===== config.mk =====
export PLATFORM = sky130hd
export DESIGN_NAME = custom_judgment_output
export DESIGN_NICKNAME = d
export VERILOG_FILES = /design/src/common/custom_judgment_pkg.sv /design/src/rtl/custom_judgment_output.sv
export SDC_FILE = /design/constraint.sdc
export NUM_CORES = 1
export LEC_CHECK = 0
export BUFFER_PORTS_ARGS = -buffer_cell sky130_fd_sc_hd__buf_2
export CAP_MARGIN = 20
export CELL_PAD_IN_SITES_DETAIL_PLACEMENT = 1
export CELL_PAD_IN_SITES_GLOBAL_PLACEMENT = 2
export CORE_ASPECT_RATIO = 0.7
export CORE_MARGIN = 5
export CORE_UTILIZATION = 34
export CTS_BUF_LIST = sky130_fd_sc_hd__clkbuf_4
export DETAILED_ROUTE_END_ITERATION = 8
export PLACE_DENSITY = 0.95
export SLEW_MARGIN = 20
export SYNTH_ARGS = -nofsm -noshare
export SYNTH_HDL_FRONTEND = slang
export SYNTH_SLANG_ARGS = --single-unit

===== constraint.sdc =====
create_clock -name hclk -period 4.3 [get_ports hclk]
set_clock_uncertainty 0.15 [all_clocks]
set_input_delay 0.86 -clock hclk [delete_from_list [all_inputs] [get_ports hclk]]
set_output_delay 0.86 -clock hclk [all_outputs]
set_load 0.02 [all_outputs]

===== src/common/custom_judgment_pkg.sv =====
/*
  Package of the custom judgment output block: register offsets, field
  positions, codes and reset values.
  Assumes a 32-bit AHB-Lite bus with word-aligned registers.
*/
`default_nettype none

package custom_judgment_pkg;

  localparam int unsigned PIN_COUNT = 2;
  localparam int unsigned SRC_COUNT = 13;

  localparam logic [7:0] PIN1_CFG_ADDR = 8'h00;
  localparam logic [7:0] PIN2_CFG_ADDR = 8'h04;
  localparam logic [7:0] STATUS_ADDR = 8'h08;

  localparam int unsigned POL_LSB = 0;
  localparam int unsigned OPA_LSB = 4;
  localparam int unsigned OPB_LSB = 8;
  localparam int unsigned OP_LSB = 12;
  localparam int unsigned ST_PIN_LSB = 0;
  localparam int unsigned ST_SRC_LSB = 8;

  localparam logic [1:0] POL_ACTIVE_LOW = 2'h1;
  localparam logic [1:0] POL_ACTIVE_HIGH = 2'h2;

  localparam logic [3:0] SRC_BIN1 = 4'h1;
  localparam logic [3:0] SRC_BIN8 = 4'h8;
  localparam logic [3:0] SRC_BIN_OUT = 4'h9;
  localparam logic [3:0] SRC_HIGH = 4'hA;
  localparam logic [3:0] SRC_LOW = 4'hB;
  localparam logic [3:0] SRC_PASS = 4'hC;
  localparam logic [3:0] SRC_FAIL = 4'hD;

  localparam logic [1:0] OP_FIRST_ONLY = 2'h1;
  localparam logic [1:0] OP_AND = 2'h2;
  localparam logic [1:0] OP_OR = 2'h3;

  localparam logic [1:0] POL_RESET = 2'h2;
  localparam logic [3:0] OPA_RESET = 4'hC;
  localparam logic [3:0] OPB_RESET = 4'hD;
  localparam logic [1:0] OP_RESET = 2'h1;

  typedef struct packed {
    logic [1:0] pol;
    logic [3:0] opa;
    logic [3:0] opb;
    logic [1:0] op;
  } pin_cfg_t;

endpackage

`default_nettype wire


===== src/rtl/custom_judgment_output.sv =====
/*
  Two configurable handler output pins driven from judgment results, with
  their settings held in registers reached over AHB-Lite.
  Assumes the judgment inputs come from logic on hclk and the slave is the
  only one on its bus, so hreadyout is also the bus hready.
*/
// Functional notes
// - Polarity code 1 drives the pin active low, code 2 active high.
// - First operand codes: 1-8 bins, 9 bin-out, 10 high, 11 low, 12 pass, 13 fail.
// - Operator code 1 first operand alone, 2 AND, 3 OR.
// - With operator code 1 the second operand is ignored.
// - Second operand uses the same source coding as the first.
// - Every setting reads back as the last legal code written; a word with any illegal field is refused.
`default_nettype none

module custom_judgment_output
  import custom_judgment_pkg::*;
(
  input wire logic hclk,
  input wire logic hresetn,
  input wire logic hsel,
  input wire logic [31:0] haddr,
  input wire logic [1:0] htrans,
  input wire logic hwrite,
  input wire logic [2:0] hsize,
  input wire logic [31:0] hwdata,
  input wire logic hready,
  output logic hreadyout,
  output logic hresp,
  output logic [31:0] hrdata,
  input wire logic [7:0] bin_judge,
  input wire logic bin_out_judge,
  input wire logic high_judge,
  input wire logic low_judge,
  input wire logic pass_judge,
  input wire logic fail_judge,
  output logic pin1_out,
  output logic pin2_out
);

  typedef struct packed {
    logic wr_pend;
    logic [7:0] wr_addr;
    pin_cfg_t [PIN_COUNT-1:0] cfg;
    logic [31:0] rdata;
    logic [PIN_COUNT-1:0] pin;
  } state_t;

  state_t s_q;
  state_t s_d;
  logic [SRC_COUNT-1:0] srcs;
  logic addr_phase;

  function automatic logic src_valid(input logic [3:0] code);
    src_valid = (code >= SRC_BIN1) && (code <= SRC_FAIL);
  endfunction

  // Code n selects source bit n-1; an unknown code selects a constant low.
  function automatic logic pick(input logic [3:0] code, input logic [SRC_COUNT-1:0] v);
    logic [3:0] idx;
    idx = code - 4'h1;
    pick = src_valid(code) ? v[idx] : 1'b0;
  endfunction

  function automatic logic cfg_valid(input pin_cfg_t c);
    cfg_valid = (c.pol == POL_ACTIVE_LOW || c.pol == POL_ACTIVE_HIGH) && src_valid(c.opa) &&
      src_valid(c.opb) && (c.op != 2'h0);
  endfunction

  function automatic logic condition(input pin_cfg_t c, input logic [SRC_COUNT-1:0] v);
    logic a;
    logic b;
    a = pick(c.opa, v);
    b = pick(c.opb, v);
    case (c.op)
      OP_AND: condition = a & b;
      OP_OR: condition = a | b;
      default: condition = a;
    endcase
  endfunction

  function automatic logic pin_level(input pin_cfg_t c, input logic [SRC_COUNT-1:0] v);
    pin_level = (c.pol == POL_ACTIVE_LOW) ? ~condition(c, v) : condition(c, v);
  endfunction

  function automatic pin_cfg_t unpack_cfg(input logic [31:0] w);
    pin_cfg_t c;
    c.pol = w[POL_LSB +: 2];
    c.opa = w[OPA_LSB +: 4];
    c.opb = w[OPB_LSB +: 4];
    c.op = w[OP_LSB +: 2];
    unpack_cfg = c;
  endfunction

  function automatic logic [31:0] pack_cfg(input pin_cfg_t c);
    logic [31:0] w;
    w = 32'h0000_0000;
    w[POL_LSB +: 2] = c.pol;
    w[OPA_LSB +: 4] = c.opa;
    w[OPB_LSB +: 4] = c.opb;
    w[OP_LSB +: 2] = c.op;
    pack_cfg = w;
  endfunction

  function automatic logic [7:0] cfg_addr(input int unsigned i);
    cfg_addr = (i == 0) ? PIN1_CFG_ADDR : PIN2_CFG_ADDR;
  endfunction

  assign srcs = {fail_judge, pass_judge, low_judge, high_judge, bin_out_judge, bin_judge};
  assign addr_phase = hsel && htrans[1] && hready;

  always_comb begin
    s_d = s_q;
    // Data phase of a write: take the word only if every field is a legal code.
    if (s_q.wr_pend) begin
      for (int unsigned i = 0; i < PIN_COUNT; i++) begin
        if (s_q.wr_addr == cfg_addr(i) && cfg_valid(unpack_cfg(hwdata))) begin
          s_d.cfg[i] = unpack_cfg(hwdata);
        end
      end
    end
    s_d.wr_pend = 1'b0;
    if (addr_phase && hwrite) begin
      s_d.wr_pend = 1'b1;
      s_d.wr_addr = haddr[7:0];
    end
    // Read data is built from the next state so a read right after a write sees it.
    if (addr_phase && !hwrite) begin
      s_d.rdata = 32'h0000_0000;
      for (int unsigned i = 0; i < PIN_COUNT; i++) begin
        if (haddr[7:0] == cfg_addr(i)) begin
          s_d.rdata = pack_cfg(s_d.cfg[i]);
        end
      end
      if (haddr[7:0] == STATUS_ADDR) begin
        s_d.rdata[ST_PIN_LSB +: PIN_COUNT] = s_q.pin;
        s_d.rdata[ST_SRC_LSB +: SRC_COUNT] = srcs;
      end
    end
    for (int unsigned i = 0; i < PIN_COUNT; i++) begin
      s_d.pin[i] = pin_level(s_q.cfg[i], srcs);
    end
  end

  always_ff @(posedge hclk or negedge hresetn) begin
    if (!hresetn) begin
      s_q.wr_pend <= 1'b0;
      s_q.wr_addr <= 8'h00;
      s_q.rdata <= 32'h0000_0000;
      s_q.pin <= '0;
      for (int unsigned i = 0; i < PIN_COUNT; i++) begin
        s_q.cfg[i] <= '{pol: POL_RESET, opa: OPA_RESET, opb: OPB_RESET, op: OP_RESET};
      end
    end else begin
      s_q <= s_d;
    end
  end

  assign hreadyout = 1'b1;
  assign hresp = 1'b0;
  assign hrdata = s_q.rdata;
  assign pin1_out = s_q.pin[0];
  assign pin2_out = s_q.pin[1];
endmodule // custom_judgment_output

`default_nettype wire


# Yosys cells after proc, flatten, opt, wreduce, memory -nomap -nowiden
# Index checks and enable logic that the tools add are counted.
# W data, S select, Z words.
# totals
reg_bits	67
wordCells	93
# op_classes
n_addsub	4
magnitude_cmp	16
eq_ne	11
muxes	24
n_bitwise	6
reduce_logical	20
# op_table
operator	count
$mux W32	1
$ge A4 B1 Y1 const B	6
$le A4 B4 Y1 const B	6
$mux W12	2
$mux W24	1
$lt A4 B5 Y1 const B	4
$bmux W1 S4	4
$eq A8 B3 Y1 const B	2
$logic_not A8 Y1	2
$sub A4 B1 Y4 const B	4
$logic_and A1 B1 Y1	15
$mux W14	1
$mux W13	1
$eq A2 B2 Y1 const B	5
$mux W1	10
$mux W9	1
$eq A8 B4 Y1 const B	1
$eq A2 B1 Y1 const B	3
$pmux W1 S2	2
$and A1 B1 Y1	2
$mux W2	1
$not A1 Y1	2
$or A1 B1 Y1	2
$reduce_bool A2 Y1	1
2 further kinds	2

# Logic depth before layout (Yosys ltp)
# depth
word_depth	11
ltp_mapped	9
depth_no_buf	8

# Least setup slack after synthesis
# OpenSTA, ideal clock, no wires.
# synth_path
path_kind	in2reg
from	in hwdata[0]
to	reg s_q, in the netlist hrdata[6]
arrival_time_ns	2.408
t_required_ns	4.027
slack_ns	1.619
path_stages	7
n_path_buf	1
cell_sequence	xnor2_1 > nor4_1 > and4b_2 > clkbuf_8 > mux2_2 > a221oi_2 > nor2_1
# synth_lines
element	line	rtl
start: declaration	custom_judgment_output.sv:26	input wire logic [31:0] hwdata,
end: declaration	custom_judgment_output.sv:49	state_t s_q;

==> summary.txt <==
Status
  – Status: complete, no violations

Clock network
  – PostCTS Resize Cnt: 0
  – Post-CTS Setup Inserts: 0
  – Worst skew pair latency: 0.38 ns
  – CTS sink count: 54
  – Num CTS Buffers: 5
  – Clock-pin slew of the registers on the worst-case setup and hold paths: ~0.16 ns
  – CTS root buffer: clkbuf_4
  – CTS tree: built
  – Clk buf depth: 2
  – H-tree level count: 2
  – CTS Hold Bufs: 0

Timing
  – Slew headroom: 35.56%
  – Slew @ Worst Pin: 0.9666 ns
  – Setup TNS: 0 ns
  – Period utilization: a little over two thirds
  – Setup violators final: 0
  – Fin. max-slew vios: 0
  – Fmax: 0.3354 GHz
  – Period minus WS final: 2.982 ns
  – RSZ-0062 raised after global routing: no
  – Final hold viol count: 0

Synth
  – Syn Inst Count: 317
  – Syn avg cell area: 10.73 µm²
  – Share of the synthesized area in the top cell type: 29.42%
  – Ys async rst share: 100.0%
  – #FFs+latches synth: 54
  – Cell accounting for the most synthesized area: dfrtp_1
  – Ys flop type: dfrtp_1
  – Seq/Total Area, Yosys: approximately 40%
  – Post-synth EDFFs: 0
  – Synthesized area: 3402 µm²
  – YS warnings: 0
  – Main area contributors after synthesis: dfrtp_1 29%, dfstp_2 11%, buf_4 7.5%
  – Synth cell types: 54

Critical path
  – CP Launch Type: input port
  – Critical path class: in -> reg
  – R2R cell count: 8
  – Worst R2R End: pin2_out
  – Critical path peak fanout: 12
  – CP endpoint kind: register
  – CP arrival: 3.11 ns
  – Critical Path RT: around 4.4 ns
  – Reg2reg setup slack: 1.39 ns
  – RR Startpoint: s_q[52]

Route
  – # DRC: 0
  – Via count: 2,618
  – Routed Antenna Nets: 0
  – Avg WL per Cell: ~19 µm
  – Final WL: 9.148 mm
  – Drt first-iter violations: 127
  – Via-to-Cell Ratio: 5.409
  – Drt first pass iters: 4

Power
  – Maximum VDD drop: 0.0001621 V
  – Total power: ~1.3 mW
  – Leak Pwr: 1.634 nW
  – Pwr Density: 346.1 nW/µm²

Placement
  – PortBufs: 59
  – GP Congestion: 0.8338
  – DP HPWL: 7.066 mm

Layout
  – Multi-input logic area: 1700 µm²
  – Antenna cell count: 0
  – Final Core Density: 37.54%
  – Fill cells: 1,101
  – Most frequent cells in the layout: 59 x buf_2, 40 x dfrtp_1, 27 x nand2_1
  – Reg area: 1369 µm²
  – Most common cell after layout, fill and taps aside: buf_2
  – Layout cell share with drive strength beyond 1: 35.67%
  – Nets: 450
  – Layout area overhead: 7.282%

Global route
  – Initial antenna violation count: 0
  – Gr usage total: 15.39%
  – Total gr overflow: 0
  – First-pass GRT wire length: 14.73 mm
  – Number of global-route vias before repair: 2,780
  – Largest net degree at the start of global routing: 43

Worst hold path
  – Worst hold start: s_q[65]
  – Hold Path Depth: 2
  – Hold WC Path Type: reg -> reg
  – Hold worst-path end: s_q[65]

Floorplan
  – Core area: 9722 µm²
  – Die width: 129.6 µm
  – Initial Util: 34.99%
  – Die height: 93.69 µm
  – Die Area: 12,140 µm²
  – # rows: 30
  – Io pins: 123

Run
  – Maxcap violations: 0
[cells by family after synthesis]
logic type / count (synthesis) / synth area share [%]
buffers and inverters: 56 / 11.22
xor gates and xnor gates: 7 / 1.802
AOI/OAI and AO/OA: 58 / 12.80
muxes: 38 / 15.96
adders and majority gates: 8 / 2.942
DFF: 54 / 40.24
and+or+nand+nor: 94 / 14.82
other: 2 / 0.2208
[sequential cells by signal, indices dropped and copies added (netlist names)]
name,flops
hrdata,19
s_q,33
pin1_out,1
pin2_out,1
[how the worst max path moves through the flow]
stage	from	endpoint	cells past startpoint
after CTS	hwdata[6]	hrdata[5]	7
after global placement	hwdata[7]	hrdata[5]	7
after detailed placement	hwdata[6]	hrdata[5]	7
after floorplan	hwdata[0]	hrdata[6]	7
final	hwdata[7]	hrdata[4]	7
after global routing	s_q[52]	pin2_out	8
[per-stage QoR]
stage | hold WS, ns | worst slack, ns | instances | instance area, µm²
2_1_floorplan | 0.2878 | 1.619 | 330 | 3451
3_3_place_gp | 0.3075 | 0.9986 | 476 | 3596
3_5_place_dp | 0.3086 | 0.9604 | 476 | 3596
4_1_cts | 0.3449 | 1.380 | 484 | 3650
5_1_grt | 0.3556 | 1.270 | 484 | 3650
6_report | 0.3382 | 1.318 | 484 | 3650
[synthesized netlist by cell type, drive strengths merged (6+ instances only)]
cell type  number
mux4           10
nor3            7
o22ai           8
nor4           11
nand4           8
mux2           24
a22oi           9
dfstp          14
a21oi          11
ha              8
buf            38
inv            10
dfrtp          40
clkbuf          6
a22o            7
nor2           14
nand2          27
[layer usage]
metal / global-route usage, % / vias to the layer above / wire length (µm) / share of wire (%)
met5: 0 / - / 0 / 0
met4: 3.547 / 0 / 82 / 0.90
met3: 3.239 / 8 / 482 / 5.3
met2: 23.76 / 67 / 4276 / 47
met1: 22.13 / 1334 / 4306 / 47
li1: - / 1209 / - / -
[worst max-delay path: stages]
cell,delay [ns]
buf_2,0.13
nor4_1,0.09
nor4_1,0.60
nand4_2,0.57
mux2_2,0.46
a221oi_1,0.33
nor2_1,0.07
[power breakdown]
part	switching (mW)	total [mW]	internal (mW)
sequential	0.0543	0.634	0.580
clock	0.162	0.230	0.0684
combinational	0.228	0.399	0.171
[area by class of cell]
type                            count  area share [%]
Clock buffer                        6           1.234
Tap cell                          128           4.388
Inverter                           11           1.131
Multi-Input combinational cell    220           46.59
Sequential cell                    54           37.50
Clock inverter                      2          0.2400
Timing Repair Buffer               63           8.913
Note: power is estimated with default switching activity, not from simulation.
